File: config.mk
export PLATFORM = sky130hd
export DESIGN_NAME = ahp_device_flat
export DESIGN_NICKNAME = d
export VERILOG_FILES = /design/src/shared/ahp_pkg.sv /design/src/shared/ahp_link_if.sv /design/src/ahp_device.sv /design/src/ahp_fifo.sv /design/src/flat_wrapper.sv
export SDC_FILE = /design/constraint.sdc
export NUM_CORES = 1
export LEC_CHECK = 0
export BUFFER_PORTS_ARGS = -buffer_cell sky130_fd_sc_hd__buf_4
export CAP_MARGIN = 10
export CORE_UTILIZATION = 54
export DETAILED_ROUTE_END_ITERATION = 10
export PLACE_DENSITY = 0.71
export SETUP_SLACK_MARGIN = 0.5
export SLEW_MARGIN = 0
export SYNTH_ARGS = -nofsm -noshare
export SYNTH_HDL_FRONTEND = slang
export SYNTH_SLANG_ARGS = --single-unit
export TNS_END_PERCENT = 5
File: constraint.sdc
create_clock -name sys_clk_i -period 9.1 [get_ports sys_clk_i]
set_input_delay 2.275 -clock sys_clk_i [delete_from_list [all_inputs] [get_ports sys_clk_i]]
set_output_delay 2.275 -clock sys_clk_i [all_outputs]
set_load 0.01 [all_outputs]
File: src/shared/ahp_pkg.sv
// Package: constants and types shared by both ends of the host serial port
package ahp_pkg;
   // ---------------------------------------------------------------
   // Frame geometry
   // ---------------------------------------------------------------
   localparam int unsigned FRAME_BITS   = 16;
   localparam int unsigned CMD_BITS     = 4;
   localparam int unsigned CFG_BITS     = 12;
   localparam int unsigned CMD_MSB      = 15;
   localparam int unsigned CMD_LSB      = 12;
   localparam int unsigned RES_W_WIDE   = 14;
   localparam int unsigned TRIG_MIN_EDGE = 11;
   localparam logic [3:0]  CNT_RST      = 4'h0;
   localparam logic [15:0] WORD_RST     = 16'h0000;
   localparam logic [15:0] FILL_ONES    = 16'hFFFF;
   // ---------------------------------------------------------------
   // Commands carried in bits 15..12 of the input word
   // ---------------------------------------------------------------
   localparam logic [3:0] CMD_SELECT       = 4'h0;
   localparam logic [3:0] CMD_CONVERT      = 4'hB;
   localparam logic [3:0] CMD_QUEUE_READ   = 4'hE;
   localparam logic [3:0] WRITE_CONFIG_CMD = 4'hA;
   // ---------------------------------------------------------------
   // Conversion modes
   // ---------------------------------------------------------------
   localparam logic [1:0] MODE_00 = 2'h0;
   // ---------------------------------------------------------------
   // Timing
   // ---------------------------------------------------------------
   localparam int unsigned SYS_CLK_MHZ  = 100;
   localparam int unsigned LINK_HALF_NS = 200;
   localparam int unsigned LINK_HALF_CYC =
      (LINK_HALF_NS * SYS_CLK_MHZ + 999) / 1000;
   localparam logic [7:0]  DIV_RST      = 8'h00;

   typedef enum logic [1:0] {
      AHP_IDLE,
      AHP_ARMED,
      AHP_SHIFT,
      AHP_DONE
   } ahp_state_t;
endpackage

File: src/shared/ahp_link_if.sv
// Interface: serial link pins between host and converter port
interface ahp_link_if;
   logic serial_clk;
   logic frame_sync;
   logic dev_sel_n;
   logic serial_in;
   logic sample_trigger_n;
   logic serial_out_o;
   logic serial_out_oe;
   logic data_ready_n;
   logic serial_out;

   assign serial_out = serial_out_oe ? serial_out_o : 1'b1;

   modport device (
      input  serial_clk,
      input  frame_sync,
      input  dev_sel_n,
      input  serial_in,
      input  sample_trigger_n,
      output serial_out_o,
      output serial_out_oe,
      output data_ready_n
   );
   modport host (
      output serial_clk,
      output frame_sync,
      output dev_sel_n,
      output serial_in,
      output sample_trigger_n,
      input  serial_out,
      input  data_ready_n
   );
endinterface

File: src/ahp_device.sv
// Module: converter-side serial host port
// Contract
// - Mode 00: done low from sample end to result
// - Ready falls on result; select/sync/trigger clears it
// - Sync low at select fall: sync rise starts
// - Clock moves data only while selected
// - First four input bits decode as command
// - Bit 15 captured on first clock fall
// - Later input bits captured on clock falls
// - Input ignored after 16 falls or deselect
// - Output tri-state while deselected; MSB first
// - Output bit 15 valid before first fall
// - Later output bits change on rising edges
// - Output carries previous or queued result
// - Host discards output during write cycles
// - Output released at 16th fall, tri-state converting in modes 01..11
// - Serial input high means hardware default
// - Unused frame sync held high
// - Select fall clears counter; starts if sync high
// - No trigger before eleventh clock rise
module ahp_device #(
   parameter int unsigned RES_W = ahp_pkg::RES_W_WIDE,
   parameter int unsigned DEPTH = 16
) (
   // Clock and reset
   input  wire logic        sys_clk_i,
   input  wire logic        rst_b_i,
   // Link
   ahp_link_if.device       link,
   // Result source (conversion engine)
   input  wire logic        result_valid_i,
   output logic             result_ready_o,
   input  wire logic [15:0] result_i,
   input  wire logic        sampling_done_i,
   input  wire logic        conv_done_i,
   input  wire logic [1:0]  conv_mode_i,
   input  wire logic        int_mode_i,
   // Decoded frame
   output logic             cmd_valid_o,
   output logic [3:0]       cmd_o,
   output logic [11:0]      cfg_data_o,
   output logic             trigger_fall_o,
   output logic             conv_clk_edge_o
);
   // ---------------------------------------------------------------
   // Pin synchronisers and edge detection
   // ---------------------------------------------------------------
   logic [4:0] s1_reg, s2_reg, s3_reg;
   logic       clk_rise, clk_fall, sel_fall, sel_rise, fs_rise, fs_fall;
   logic       trig_fall;

   always_ff @(posedge sys_clk_i or negedge rst_b_i) begin
      if (!rst_b_i) begin
         // Link clock idles low; a high reset would fake a clock fall
         s1_reg <= 5'h1E;
         s2_reg <= 5'h1E;
         s3_reg <= 5'h1E;
      end else begin
         s1_reg <= {link.sample_trigger_n, link.serial_in, link.frame_sync,
                    link.dev_sel_n, link.serial_clk};
         s2_reg <= s1_reg;
         s3_reg <= s2_reg;
      end
   end

   assign clk_rise  =  s2_reg[0] & ~s3_reg[0];
   assign clk_fall  = ~s2_reg[0] &  s3_reg[0];
   assign sel_fall  = ~s2_reg[1] &  s3_reg[1];
   assign sel_rise  =  s2_reg[1] & ~s3_reg[1];
   assign fs_rise   =  s2_reg[2] & ~s3_reg[2];
   assign fs_fall   = ~s2_reg[2] &  s3_reg[2];
   assign trig_fall = ~s2_reg[4] &  s3_reg[4];
   // Clock still serves conversions while deselected
   assign conv_clk_edge_o = clk_fall;
   assign trigger_fall_o  = trig_fall;

   // ---------------------------------------------------------------
   // Result FIFO
   // ---------------------------------------------------------------
   logic        q_valid, q_pop;
   logic [15:0] q_data;

   ahp_fifo #(.WIDTH(16), .DEPTH(DEPTH)) ahp_fifo_inst (
      .sys_clk_i   (sys_clk_i),
      .rst_b_i     (rst_b_i),
      .in_valid_i  (result_valid_i),
      .in_ready_o  (result_ready_o),
      .in_data_i   (result_i),
      .out_valid_o (q_valid),
      .out_ready_i (q_pop),
      .out_data_o  (q_data)
   );

   // Narrow results pad low bits with ones, host ignores them
   function automatic logic [15:0] fmt(input logic [15:0] r);
      logic [15:0] m;
      m = ahp_pkg::FILL_ONES >> RES_W;
      return (r & ~m) | m;
   endfunction

   // ---------------------------------------------------------------
   // Frame engine
   // ---------------------------------------------------------------
   ahp_pkg::ahp_state_t st_reg, st_next;
   logic [3:0]  cnt_reg, cnt_next;
   logic [15:0] in_reg, in_next, out_reg, out_next, last_reg, last_next;
   logic        oe_reg, oe_next, fs_wait_reg, fs_wait_next;
   logic        first_reg, first_next, cv_reg, cv_next;
   logic        busy_reg, busy_next, drdy_reg, drdy_next;
   logic        frame_start, sel_n;

   assign sel_n = s2_reg[1];

   always_comb begin
      st_next      = st_reg;
      cnt_next     = cnt_reg;
      in_next      = in_reg;
      out_next     = out_reg;
      last_next    = last_reg;
      oe_next      = oe_reg;
      fs_wait_next = fs_wait_reg;
      first_next   = first_reg;
      cv_next      = 1'b0;
      busy_next    = busy_reg;
      drdy_next    = drdy_reg;
      q_pop        = 1'b0;
      frame_start  = 1'b0;
      // With int_mode_i low, latest result, taken from the queue as it arrives
      if (q_valid && !int_mode_i) begin
         q_pop     = 1'b1;
         last_next = q_data;
      end
      if (sel_fall) begin
         cnt_next     = ahp_pkg::CNT_RST;
         oe_next      = 1'b1;
         fs_wait_next = ~s2_reg[2];
         frame_start  = s2_reg[2];
      end else if (fs_rise && fs_wait_reg && !sel_n) begin
         cnt_next     = ahp_pkg::CNT_RST;
         fs_wait_next = 1'b0;
         frame_start  = 1'b1;
      end
      if (frame_start) begin
         st_next    = ahp_pkg::AHP_ARMED;
         first_next = 1'b1;
         // Output bit 15 presented before any clock fall
         out_next   = fmt((int_mode_i && q_valid) ? q_data : last_reg);
      end else if (sel_n) begin
         st_next = ahp_pkg::AHP_IDLE;
         oe_next = 1'b0;
      end else begin
         unique case (st_reg)
            ahp_pkg::AHP_IDLE: ;
            ahp_pkg::AHP_ARMED: begin
               // Shift begins once sync is high; a sync fall also starts it
               if (fs_fall || s2_reg[2] == 1'b1 && !fs_wait_reg)
                  st_next = ahp_pkg::AHP_SHIFT;
            end
            ahp_pkg::AHP_SHIFT: begin
               if (clk_fall) begin
                  in_next  = {in_reg[14:0], s2_reg[3]};
                  cnt_next = 4'(cnt_reg + 1'b1);
                  first_next = 1'b0;
                  if (cnt_reg == 4'hF) begin
                     st_next = ahp_pkg::AHP_DONE;
                     oe_next = 1'b0;
                     cv_next = 1'b1;
                     // A queue read retires the word it just sent
                     if (int_mode_i && q_valid && in_next[15:12] ==
                         ahp_pkg::CMD_QUEUE_READ) begin
                        q_pop     = 1'b1;
                        last_next = q_data;
                     end
                  end
               end else if (clk_rise && !first_reg) begin
                  out_next = {out_reg[14:0], 1'b1};
               end
            end
            ahp_pkg::AHP_DONE: ;
         endcase
      end
      // Quiet output during conversions in modes 01..11
      if (busy_reg && conv_mode_i != ahp_pkg::MODE_00)
         oe_next = 1'b0;
      // Conversion-done level for mode 00
      if (sampling_done_i) busy_next = 1'b1;
      if (conv_done_i)     busy_next = 1'b0;
      // Ready flag: new result sets, which wins over the clears
      if (sel_fall || fs_rise || trig_fall) drdy_next = 1'b0;
      // Set on arrival only, so a clear sticks until the next result
      if (int_mode_i && result_valid_i && result_ready_o)
         drdy_next = 1'b1;
   end

   always_ff @(posedge sys_clk_i or negedge rst_b_i) begin
      if (!rst_b_i) begin
         st_reg      <= ahp_pkg::AHP_IDLE;
         cnt_reg     <= ahp_pkg::CNT_RST;
         in_reg      <= ahp_pkg::WORD_RST;
         out_reg     <= ahp_pkg::FILL_ONES;
         last_reg    <= ahp_pkg::WORD_RST;
         oe_reg      <= 1'b0;
         fs_wait_reg <= 1'b0;
         first_reg   <= 1'b0;
         cv_reg      <= 1'b0;
         busy_reg    <= 1'b0;
         drdy_reg    <= 1'b0;
      end else begin
         st_reg      <= st_next;
         cnt_reg     <= cnt_next;
         in_reg      <= in_next;
         out_reg     <= out_next;
         last_reg    <= last_next;
         oe_reg      <= oe_next;
         fs_wait_reg <= fs_wait_next;
         first_reg   <= first_next;
         cv_reg      <= cv_next;
         busy_reg    <= busy_next;
         drdy_reg    <= drdy_next;
      end
   end

   // ---------------------------------------------------------------
   // Outputs
   // ---------------------------------------------------------------
   assign link.serial_out_o  = out_reg[15];
   assign link.serial_out_oe = oe_reg;
   assign link.data_ready_n  = int_mode_i ? ~drdy_reg
                             : ~(busy_reg && conv_mode_i == ahp_pkg::MODE_00);
   assign cmd_valid_o = cv_reg;
   assign cmd_o       = in_reg[ahp_pkg::CMD_MSB:ahp_pkg::CMD_LSB];
   assign cfg_data_o  = in_reg[11:0];
endmodule // ahp_device

File: src/ahp_fifo.sv
// Module: small flip-flop FIFO with valid/ready on both sides
module ahp_fifo #(
   parameter int unsigned WIDTH = 16,
   parameter int unsigned DEPTH = 16
) (
   // Clock and reset
   input  wire logic             sys_clk_i,
   input  wire logic             rst_b_i,
   // Fill side
   input  wire logic             in_valid_i,
   output logic                  in_ready_o,
   input  wire logic [WIDTH-1:0] in_data_i,
   // Drain side
   output logic                  out_valid_o,
   input  wire logic             out_ready_i,
   output logic      [WIDTH-1:0] out_data_o
);
   localparam int unsigned AW = $clog2(DEPTH);

   logic [WIDTH-1:0] mem_reg [DEPTH];
   logic [AW-1:0]    wr_reg, wr_next, rd_reg, rd_next;
   logic [AW:0]      cnt_reg, cnt_next;
   logic             push, pop;

   assign in_ready_o  = (cnt_reg < (AW+1)'(DEPTH));
   assign out_valid_o = (cnt_reg != '0);
   assign out_data_o  = mem_reg[rd_reg];
   assign push        = in_valid_i && in_ready_o;
   assign pop         = out_valid_o && out_ready_i;

   always_comb begin
      wr_next  = push ? AW'(wr_reg + 1'b1) : wr_reg;
      rd_next  = pop ? AW'(rd_reg + 1'b1) : rd_reg;
      cnt_next = (AW+1)'(cnt_reg + {{AW{1'b0}}, push}
                 - {{AW{1'b0}}, pop});
   end

   always_ff @(posedge sys_clk_i or negedge rst_b_i) begin
      if (!rst_b_i) begin
         wr_reg  <= '0;
         rd_reg  <= '0;
         cnt_reg <= '0;
      end else begin
         wr_reg  <= wr_next;
         rd_reg  <= rd_next;
         cnt_reg <= cnt_next;
      end
   end

   always_ff @(posedge sys_clk_i) begin
      if (push) begin
         mem_reg[wr_reg] <= in_data_i;
      end
   end
endmodule // ahp_fifo

File: src/flat_wrapper.sv
// flat-port wrapper written by rule: the top's interface ports become plain ports
module ahp_device_flat 
#(
   parameter int unsigned RES_W = ahp_pkg::RES_W_WIDE,
   parameter int unsigned DEPTH = 16
)
  (sys_clk_i, rst_b_i, result_valid_i, result_ready_o, result_i, sampling_done_i, conv_done_i, conv_mode_i, int_mode_i, cmd_valid_o, cmd_o, cfg_data_o, trigger_fall_o, conv_clk_edge_o, link_serial_clk, link_frame_sync, link_dev_sel_n, link_serial_in, link_sample_trigger_n, link_serial_out_o, link_serial_out_oe, link_data_ready_n);
  ahp_link_if link_i ();
  input  wire logic sys_clk_i;
  input  wire logic rst_b_i;
  input  wire logic result_valid_i;
  output logic result_ready_o;
  input  wire logic [15:0] result_i;
  input  wire logic sampling_done_i;
  input  wire logic conv_done_i;
  input  wire logic [1:0] conv_mode_i;
  input  wire logic int_mode_i;
  output logic cmd_valid_o;
  output logic [3:0] cmd_o;
  output logic [11:0] cfg_data_o;
  output logic trigger_fall_o;
  output logic conv_clk_edge_o;
  input wire logic [$bits(link_i.serial_clk)-1:0] link_serial_clk;
  input wire logic [$bits(link_i.frame_sync)-1:0] link_frame_sync;
  input wire logic [$bits(link_i.dev_sel_n)-1:0] link_dev_sel_n;
  input wire logic [$bits(link_i.serial_in)-1:0] link_serial_in;
  input wire logic [$bits(link_i.sample_trigger_n)-1:0] link_sample_trigger_n;
  output wire logic [$bits(link_i.serial_out_o)-1:0] link_serial_out_o;
  output wire logic [$bits(link_i.serial_out_oe)-1:0] link_serial_out_oe;
  output wire logic [$bits(link_i.data_ready_n)-1:0] link_data_ready_n;
  assign link_i.serial_clk = link_serial_clk;
  assign link_i.frame_sync = link_frame_sync;
  assign link_i.dev_sel_n = link_dev_sel_n;
  assign link_i.serial_in = link_serial_in;
  assign link_i.sample_trigger_n = link_sample_trigger_n;
  assign link_serial_out_o = link_i.serial_out_o;
  assign link_serial_out_oe = link_i.serial_out_oe;
  assign link_data_ready_n = link_i.data_ready_n;
  ahp_device #(.RES_W(RES_W), .DEPTH(DEPTH)) u_core (.sys_clk_i(sys_clk_i), .rst_b_i(rst_b_i), .link(link_i), .result_valid_i(result_valid_i), .result_ready_o(result_ready_o), .result_i(result_i), .sampling_done_i(sampling_done_i), .conv_done_i(conv_done_i), .conv_mode_i(conv_mode_i), .int_mode_i(int_mode_i), .cmd_valid_o(cmd_valid_o), .cmd_o(cmd_o), .cfg_data_o(cfg_data_o), .trigger_fall_o(trigger_fall_o), .conv_clk_edge_o(conv_clk_edge_o));
endmodule
==> reports/metrics.cfg, run 1 <==
[outcome]
violations = design-rule violations
status = finished with violations

[timing]
setup_viol = 0
period_share = 0.573
worstMarginPinSlew_ns = 1.24
grt_setup_unrepaired = no
relSlewSlack = 0.170
fin_skew_ns = 0.0100
min_period_ns = 5.22
setup_ws_ns = 3.88
whs_ns = 0.354
slew_violations = 0
clock.fmax_mhz = 192
tns_ns = 0
final_hold_viol_count = 0

[cts]
clockBufferDepth = 3
cts_max_level = 1
clock-root-buffer = clkbuf_16
cts-hold-fix-buffers = 0
cts_resized = 0
post_cts_buffers = 0
cts_buffers = 31
clock_sinks = 307
cts.clk_slew.worst_paths_ns = 0.06
cts_tree = built
clock_latency_ns = 0.55

[logic_synthesis]
synthFlopType = edfxtp_1
synth_top_family_by_area = multiplexers
synth-edff-count = 224
synth.most_common_cell = edfxtp_1
syn_area_um2 = 12200
yosysWarnings = 0
synth.area.mux_share = 0.143
yosysTopAreaCellShare = 0.553
async_flop_share = 0.270
netlist_instances = 657
synth_fa_ha_area_frac = 0.0160
avgSynthCellArea_um2 = 18.5
yosys.area_share.xor_xnor = 0.00781
ys_seq_elements = 307
ys_seq_area_frac = 0.726
ys_top_cells_by_area = edfxtp_1 55%, dfrtp_1 12%, mux4_2 10%, dfstp_2 5.4%, mux2_1 2.4%
synth_cell_types = 47
synth_top_area_cell = edfxtp_1
synth-compound-area-share = 0.0479
synthSimpleGateAreaFrac = 0.0384
synth_common_cells = 224 x edfxtp_1, 58 x dfrtp_1, 56 x mux4_2
syn-num-nets = 701

[route]
route.final.wire_length_um = 22700
ant_nets = 0
dr.pass1.iters = 10
avgViaCountPerCell = 5.91
via_count = 6026
routedWlPerCell_um = 22.3
drt-initial-drc-count = 375
post-route-drc-count = 8

[finish]
antenna_cells = 0
largest_register_ffs = 224
final_nets = 760
drive_above_1_share = 0.259
syn_to_final_growth_pct = 13.6

[power_and_ir_drop]
ir_drop_mv = 0.193
power.switching_mw = 1.14
power_frac_clock = 0.315
share_comb_of_total_power = 0.243
power_mw = 4.11
leakage_nw = 5.04
p_sw_frac = 0.277
power.internal_mw = 2.97
seqPwrFrac = 0.442
powerDensity_nw_per_um2 = 297

[setup_path]
reg2reg_slack_ns = 5.53
reg2reg_from = u_core.s2_reg[2]
path_max_fanout = 5
r2r.worst_path.cells = 12
startpoint_type = input pin
end_kind = primary output
crit_start = int_mode_i
crit_type = input pin to primary output
worstPathRequired_ns = 6.83
r2r-end = u_core.ahp_fifo_inst.cnt_reg[4]
cp_data_arrival_time_ns = 2.94

[place]
pre_cts_ws_ns = 3.88
io_buffers = 49
gp_congestion = 0.780
hpwlAfterDp_um = 13800

[floorplanning]
fp.dieH_um = 152
coreArea_um2 = 22000
fp.dieArea_um2 = 23100
initial_core_util = 0.554
ioPinCount = 52
num_rows = 54
die_x_um = 152

[hold_path]
hp-start = u_core.s1_reg[0]
whs_path_depth = 0
min_to = u_core.s2_reg[0]
hp-class = flop to flop

[grt]
grt_pass1_vias = 6470
overflow = 0
antenna_found_initial = 0
track_usage = 0.204
grt_pass1_wl_um = 36100
grt_max_degree = 84

[flow_run]
max_cap_viol_count = 0

==> cell type report <==
type                    instances  area [µm²]
clock buffers                  38         802
clock inverters                19         246
fillers                      1504        8130
inverters                      28         105
multi-input cells             294        3080
flip-flops and latches        307        8840
well taps                     280         350
repair buffers                 54         405
==> cells by family after synthesis <==
kind of cell             Yosys count
AND/OR/NAND/NOR                   86
flip-flops                       307
AO/OA/AOI/OAI                     83
buffers and inverters             56
XOR/XNOR                          10
adder cells (fa/ha/maj)           15
multiplexers                     100
==> cell usage in the layout, fill, tap and decap left out, types with 13 or more instances in the layout <==
cell type | Yosys | final
clkbuf_16 | 0 | 31
a22o_1 | 28 | 28
dfrtp_1 | 58 | 56
nor2_1 | 27 | 27
mux2i_1 | 14 | 14
mux4_2 | 56 | 56
mux2_1 | 26 | 26
buf_4 | 0 | 54
o22ai_1 | 13 | 13
dfstp_2 | 25 | 25
inv_1 | 27 | 27
edfxtp_1 | 224 | 224
ha_1 | 14 | 14
and2_1 | 16 | 16
a21oi_1 | 26 | 26
==> power by group through the flow <==
stage	logic, mW	clock network, mW	registers [mW]
finish	1.00	1.29	1.82
floorplan	0.771	0	1.78
CTS	1.01	1.32	1.82
global route	1.09	1.36	1.84
detailed placement	1.01	0	1.85
global placement	0.973	0	1.83
==> metrics by stage <==
step	cells	instance area, µm²	util
after CTS	1020	13800	0.630
final	1020	13800	0.630
after detailed placement	963	12800	0.582
after floorplan	657	12200	-
after global routing	1020	13800	0.630
after global placement	963	12800	0.582
==> worst max-delay path, stage by stage <==
cell and delay [ns]:
buf_4 0.14, nor4b_1 0.30, a21oi_1 0.07, buf_4 0.15
==> worst max-delay path by stage <==
stage / endpoint / cells after the start
3_5_place_dp: link_data_ready_n / 4
4_1_cts: link_data_ready_n / 4
6_report: link_data_ready_n / 4
2_1_floorplan: link_data_ready_n / 2
3_3_place_gp: link_data_ready_n / 4
5_1_grt: link_data_ready_n / 4
==> layer usage <==
metal,track usage,part of all wire,up-vias
met1,0.274,0.42,3154
met3,0.0362,0.051,41
met2,0.345,0.51,155
met4,0.0598,0.025,0
met5,0,0,-
li1,-,-,2676
Power figures use the tool's default switching activity.
==> run 2, diff against run 1 <==
--- a/config.mk
+++ b/config.mk
@@ -9,7 +9,7 @@
 export CAP_MARGIN = 10
 export CORE_UTILIZATION = 54
 export DETAILED_ROUTE_END_ITERATION = 10
-export PLACE_DENSITY = 0.71
+export PLACE_DENSITY = 0.74
 export SETUP_SLACK_MARGIN = 0.5
 export SLEW_MARGIN = 0
 export SYNTH_ARGS = -nofsm -noshare
==> constraint.sdc (replaced) <==
create_clock -name sys_clk_i -period 4.5 [get_ports sys_clk_i]
set_input_delay 1.125 -clock sys_clk_i [delete_from_list [all_inputs] [get_ports sys_clk_i]]
set_output_delay 1.125 -clock sys_clk_i [all_outputs]
set_load 0.01 [all_outputs]
==> run 2 against run 1 <==
Against the previous run: the flow still finishes with violations (design-rule violations); via count decreased by 2.4%; sequential share of layout area up 0.13 points; final area fell by 0.20%; utilization shrank 0.13 points; first-iteration DRC count is 2.7% higher; flip-flop and latch count stayed put; critical path depth grew 10; count of clock-buffer cells in the layout decreased by 4; largest cell class unchanged.
==> reports/metrics.cfg, run 2 (synthesized netlist as in run 1, its figures left out) <==
[outcome]
status = finished with violations
violations = design-rule violations

[floorplanning]
fp.dieArea_um2 = 23100
die_x_um = 152
coreArea_um2 = 22000
initial_core_util = 0.554
ioPinCount = 52
fp.dieH_um = 152
num_rows = 54

[finish]
final_cell_mix = 224 x edfxtp_1, 59 x buf_4, 56 x mux4_2, 56 x dfrtp_1, 30 x clkbuf_16
largest_register_ffs = 224
drive_above_1_share = 0.260
final_nets = 764
antenna_cells = 0
syn_to_final_growth_pct = 13.4
layout_commonest_cell = edfxtp_1
final_cells = 1022

[hold_path]
hp-start = u_core.s1_reg[1]
whs_path_depth = 0
min_to = u_core.s2_reg[1]
hp-class = flop to flop

[flow_run]
max_cap_viol_count = 0

[cts]
post_cts_buffers = 0
clockBufferDepth = 3
clock-root-buffer = clkbuf_16
clock_latency_ns = 0.57
cts-hold-fix-buffers = 0
cts_buffers = 30
cts_resized = 0
cts.clk_slew.worst_paths_ns = 0.06
cts_max_level = 1
clock_sinks = 307
cts_tree = built

[power_and_ir_drop]
power.internal_mw = 5.87
p_sw_frac = 0.282
ir_drop_mv = 0.382
power.switching_mw = 2.31
share_comb_of_total_power = 0.238
powerDensity_nw_per_um2 = 593
power_frac_clock = 0.302
seqPwrFrac = 0.460
leakage_nw = 5.05

[route]
drt-initial-drc-count = 385
post-route-drc-count = 12
dr.pass1.iters = 7
via_count = 5882
routedWlPerCell_um = 22.0
ant_nets = 0
avgViaCountPerCell = 5.76
route.final.wire_length_um = 22500

[place]
pre_cts_ws_ns = 0.986
hpwlAfterDp_um = 13800
dp_cells = 968
gp_congestion = 0.787
io_buffers = 49

[setup_path]
reg2reg_slack_ns = 0.99
crit_path_max_incr_delay_ns = 0.52
path_max_fanout = 17
end_kind = flop
cp_data_arrival_time_ns = 3.98
r2r.worst_path.cells = 14
reg2reg_from = u_core.st_reg[0]
r2r-end = u_core.ahp_fifo_inst.cnt_reg[4]
crit_buf_inv = 3
critical_path.cell_chain = inv_1, ha_1, inv_2, or3_1, o41ai_4, and2_4, ha_1, inv_1, ha_1, fa_1, a21oi_1, nor2_1, nor2_1, xnor2_1
crit_slowest_cell = or3_1
crit_type = flop to flop
worstPathRequired_ns = 4.97
cpMostUsedCell = ha_1
crit_family = simple AND/OR/NAND/NOR gates
startpoint_type = flop

[timing]
clock.fmax_mhz = 285
grt_setup_unrepaired = no
min_period_ns = 3.51
final_hold_viol_count = 0
tns_ns = 0
setup_ws_ns = 0.994
period_share = 0.779
slew_violations = 0
fin_skew_ns = 0.0216
worstMarginPinSlew_ns = 1.00
setup_viol = 0
relSlewSlack = 0.333

[grt]
antenna_found_initial = 0
grt_max_degree = 84
overflow = 0
grt_pass1_wl_um = 35700
grt_pass1_vias = 6495
track_usage = 0.204

run 2: cell count changes in the layout (fill, tap and decap cells not counted), sizes merged:
cell / previous run / this run
clkinv: 8 / 15
buf: 54 / 59
clkinvlp: 5 / 0
clkbuf: 38 / 34
bufinv: 6 / 4
inv: 28 / 29
run 2: how the worst max path moves through the flow:
stage,start,endpoint,cells after the start
4_1_cts,u_core.st_reg[0],u_core.ahp_fifo_inst.cnt_reg[4],14
3_5_place_dp,u_core.st_reg[0],u_core.ahp_fifo_inst.cnt_reg[4],14
5_1_grt,u_core.st_reg[0],u_core.ahp_fifo_inst.cnt_reg[4],14
3_3_place_gp,u_core.st_reg[0],u_core.ahp_fifo_inst.cnt_reg[4],14
6_report,u_core.st_reg[0],u_core.ahp_fifo_inst.cnt_reg[4],14
2_1_floorplan,u_core.st_reg[0],u_core.ahp_fifo_inst.cnt_reg[4],17
run 2: worst register-to-register path, cell delays in order (launching register included):
cell	delay, ns
dfrtp_1	0.40
inv_1	0.07
ha_1	0.20
inv_2	0.06
or3_1	0.52
o41ai_4	0.45
and2_4	0.41
ha_1	0.17
inv_1	0.04
ha_1	0.21
fa_1	0.44
a21oi_1	0.17
nor2_1	0.05
nor2_1	0.11
xnor2_1	0.12
run 2: final cells by class:
cell class	count	area (µm²)
Clock buffer	34	766
Clock inverter	20	218
Fill cell	1501	8160
Inverter	28	105
Multi-Input combinational cell	294	3080
Sequential cell	307	8840
Tap cell	280	350
Timing Repair Buffer	59	443
run 2: layer usage:
layer | track usage | part of all wire | up-vias | wire (µm)
met4 | 0.0632 | 0.020 | 0 | 460
met3 | 0.0382 | 0.048 | 41 | 1080
met1 | 0.243 | 0.39 | 2988 | 8740
met5 | 0 | 0 | - | 0
li1 | - | - | 2687 | -
met2 | 0.374 | 0.54 | 166 | 12200
run 2: through the flow:
step	instance area (µm²)	hold slack [ns]	util	total power, mW
floorplan	12200	0.331	-	5.17
global placement	12800	0.347	0.584	5.67
detailed placement	12800	0.342	0.584	5.77
CTS	13800	0.355	0.628	8.24
global route	13800	0.358	0.628	8.56
finish	13800	0.354	0.628	8.18
run 2: power by group through the flow:
stage	logic, mW	clock network, mW	registers, mW
6_report	1.95	2.47	3.76
5_1_grt	2.12	2.62	3.82
4_1_cts	1.97	2.50	3.77
3_5_place_dp	1.95	0	3.83
3_3_place_gp	1.87	0	3.80
2_1_floorplan	1.56	0	3.61
==> run 3, diff against run 2 <==
--- a/config.mk
+++ b/config.mk
@@ -5,11 +5,12 @@
 export SDC_FILE = /design/constraint.sdc
 export NUM_CORES = 1
 export LEC_CHECK = 0
+export ABC_AREA = 1
 export BUFFER_PORTS_ARGS = -buffer_cell sky130_fd_sc_hd__buf_4
 export CAP_MARGIN = 10
 export CORE_UTILIZATION = 54
 export DETAILED_ROUTE_END_ITERATION = 10
-export PLACE_DENSITY = 0.74
+export PLACE_DENSITY = 0.71
 export SETUP_SLACK_MARGIN = 0.5
 export SLEW_MARGIN = 0
 export SYNTH_ARGS = -nofsm -noshare
==> constraint.sdc (replaced) <==
create_clock -name sys_clk_i -period 3.4 [get_ports sys_clk_i]
set_input_delay 0.85 -clock sys_clk_i [delete_from_list [all_inputs] [get_ports sys_clk_i]]
set_output_delay 0.85 -clock sys_clk_i [all_outputs]
set_load 0.01 [all_outputs]
==> run 3 against run 2 <==
Against the previous run: the run now ends clean; setup slack got worse by 0.30 ns; worst hold slack worse by 0.10 ns; count of clock-buffer cells in the layout grew 11; die area up 7.0%; clock skew up 0.0035 ns; sequential share of layout area shrank 4.8 points; clock power grew 32%; final cell count up 63%; sequential power rose by 25%; largest power group unchanged; via count up 48%; critical path type unchanged; synthesized cell count up 91%.
==> reports/metrics.cfg, run 3 <==
[timing]
tns_ns = 0
fin_skew_ns = 0.0251
clock.fmax_mhz = 370
period_share = 0.796
setup_viol = 0
slew_violations = 0
whs_ns = 0.253
grt_setup_unrepaired = no
worstMarginPinSlew_ns = 0.901
relSlewSlack = 0.399
final_hold_viol_count = 0
min_period_ns = 2.71

[route]
via_count = 8720
avgViaCountPerCell = 5.22
drt-initial-drc-count = 696
routedWlPerCell_um = 16.9
post-route-drc-count = 0
route.final.wire_length_um = 28300
dr.pass1.iters = 5
ant_nets = 0

[outcome]
status = complete, no violations

[cts]
cts_buffers = 31
cts_max_level = 1
cts_tree = built
clock_sinks = 307
cts.clk_slew.worst_paths_ns = 0.06
clockBufferDepth = 3
cts-hold-fix-buffers = 0
clock-root-buffer = clkbuf_16
clock_latency_ns = 0.58

[grt]
grt_max_degree = 83
overflow = 0
grt_pass1_vias = 8164
grt_pass1_wl_um = 43500
track_usage = 0.233
antenna_found_initial = 0

[setup_path]
end_kind = flop
worstPathRequired_ns = 3.89
cp_data_arrival_time_ns = 3.19
path_max_fanout = 5
reg2reg_slack_ns = 0.69
crit_type = flop to flop
startpoint_type = flop
reg2reg_from = u_core.s2_reg[2]
crit_start = u_core.s2_reg[2]

[place]
post_dp_cell_area_um2 = 13900
hpwlAfterDp_um = 16800
gp_congestion = 0.823
io_buffers = 49

[logic_synthesis]
netlist_instances = 1253
synth-edff-count = 224
synth-compound-area-share = 0.0326
yosysWarnings = 0
yosys.area_share.xor_xnor = 0.00605
synthFlopType = edfxtp_1
syn_area_um2 = 13000
synth_top_area_cell = edfxtp_1
synth.most_common_cell = nand2_1
synth_top_family_by_area = simple AND/OR/NAND/NOR gates
syn-num-nets = 1297
synth.area.mux_share = 0.0104
synth_cell_types = 36
ys_top_cells_by_area = edfxtp_1 52%, nand2_1 12%, dfrtp_1 11%, dfstp_2 5.0%, nor2_1 4.7%
ys_seq_elements = 307
ys_seq_area_frac = 0.678
avgSynthCellArea_um2 = 10.4
synth_common_cells = 403 x nand2_1, 224 x edfxtp_1, 164 x nor2_1
async_flop_share = 0.270
synthSimpleGateAreaFrac = 0.212
yosysTopAreaCellShare = 0.516
synth_fa_ha_area_frac = 0.0150

[hold_path]
hp-class = input pin to asynchronous set/reset pin

[flow_run]
max_cap_viol_count = 0

[finish]
syn_to_final_growth_pct = 14.4
antenna_cells = 0
utilization = 0.634
drive_above_1_share = 0.141
final_nets = 1371
largest_register_ffs = 224
final_area_um2 = 14900
fillers = 1851
layout_commonest_cell = nand2_1
final_cell_mix = 402 x nand2_1, 224 x edfxtp_1, 162 x nor2_1

[power_and_ir_drop]
ir_drop_mv = 0.482
leakage_nw = 6.40
powerDensity_nw_per_um2 = 740

[floorplanning]
ioPinCount = 52
die_x_um = 157
fp.dieH_um = 157
fp.dieArea_um2 = 24800
initial_core_util = 0.554
num_rows = 56
coreArea_um2 = 23500

[run 3: kinds of logic after synthesis]
family | after synthesis
and+or+nand+nor | 682
DFF | 307
buffers and inverters | 146
AOI/OAI and AO/OA | 82
adders and majority gates | 15
muxes | 12
xor gates and xnor gates | 9
[run 3: cell type report]
class / instances / area [µm²] / share of cell area
clock buffer: 45 / 848 / 0.0569
clock inverter: 11 / 118 / 0.00788
inverter: 95 / 359 / 0.0241
multi-input combinational: 801 / 3650 / 0.244
sequential: 307 / 8840 / 0.592
tap: 319 / 399 / 0.0268
timing repair buffer: 91 / 708 / 0.0475
[run 3: repair_timing]
action / in CTS / in global routing
setup buffers: 4 / 3
gates resized for setup: 3 / 5
gates cloned: 1 / 0
pin swaps: 2 / 2
hold endpoints to repair: 0 / 0
endpoints found under the setup margin: 1 / 1
[run 3: path summary, 6_finish.rpt]
check	endpoint	cells past startpoint
min	u_core.last_reg[12]	1
max	u_core.ahp_fifo_inst.cnt_reg[4]	17
min in group sys_clk_i	u_core.s2_reg[3]	0
min reg2reg	u_core.s2_reg[3]	0
max reg2reg	u_core.ahp_fifo_inst.cnt_reg[4]	17
max in group asynchronous	u_core.s1_reg[4]	2
[run 3: where the power goes]
part	internal, mW	leakage, nW	total, mW	switching, mW
registers	4.49	3.02	4.69	0.199
clock network	1.88	0.469	3.25	1.37
logic	0.967	2.91	3.09	2.13
[run 3: per-layer routing]
metal	track usage	vias up	part of all wire
li1	-	4263	-
met5	0	-	0
met3	0.0262	49	0.060
met2	0.391	267	0.48
met1	0.325	4141	0.43
met4	0.0620	0	0.024
[run 3: stage by stage]
step                setup slack, ns  std cells  total power, mW
finish                        0.695       1669             11.0
global route                  0.490       1669             11.6
CTS                           0.556       1666             11.0
detailed placement            0.326       1605             7.79
global placement              0.351       1605             7.72
floorplan                     0.552       1253             6.83
[run 3: worst max-delay path, cell delays in order, from the launching register on]
cell     delay, ns
dfstp_2       0.56
inv_1         0.06
nor2_2        0.11
nand3_1       0.09
nand2_2       0.14
nand2_8       0.08
nand2_8       0.09
nor2_8        0.04
nand2_8       0.07
nand2_4       0.04
ha_1          0.26
inv_1         0.04
ha_1          0.20
fa_2          0.39
a21oi_2       0.15
nor2_1        0.05
nor2_1        0.11
xor2_1        0.14
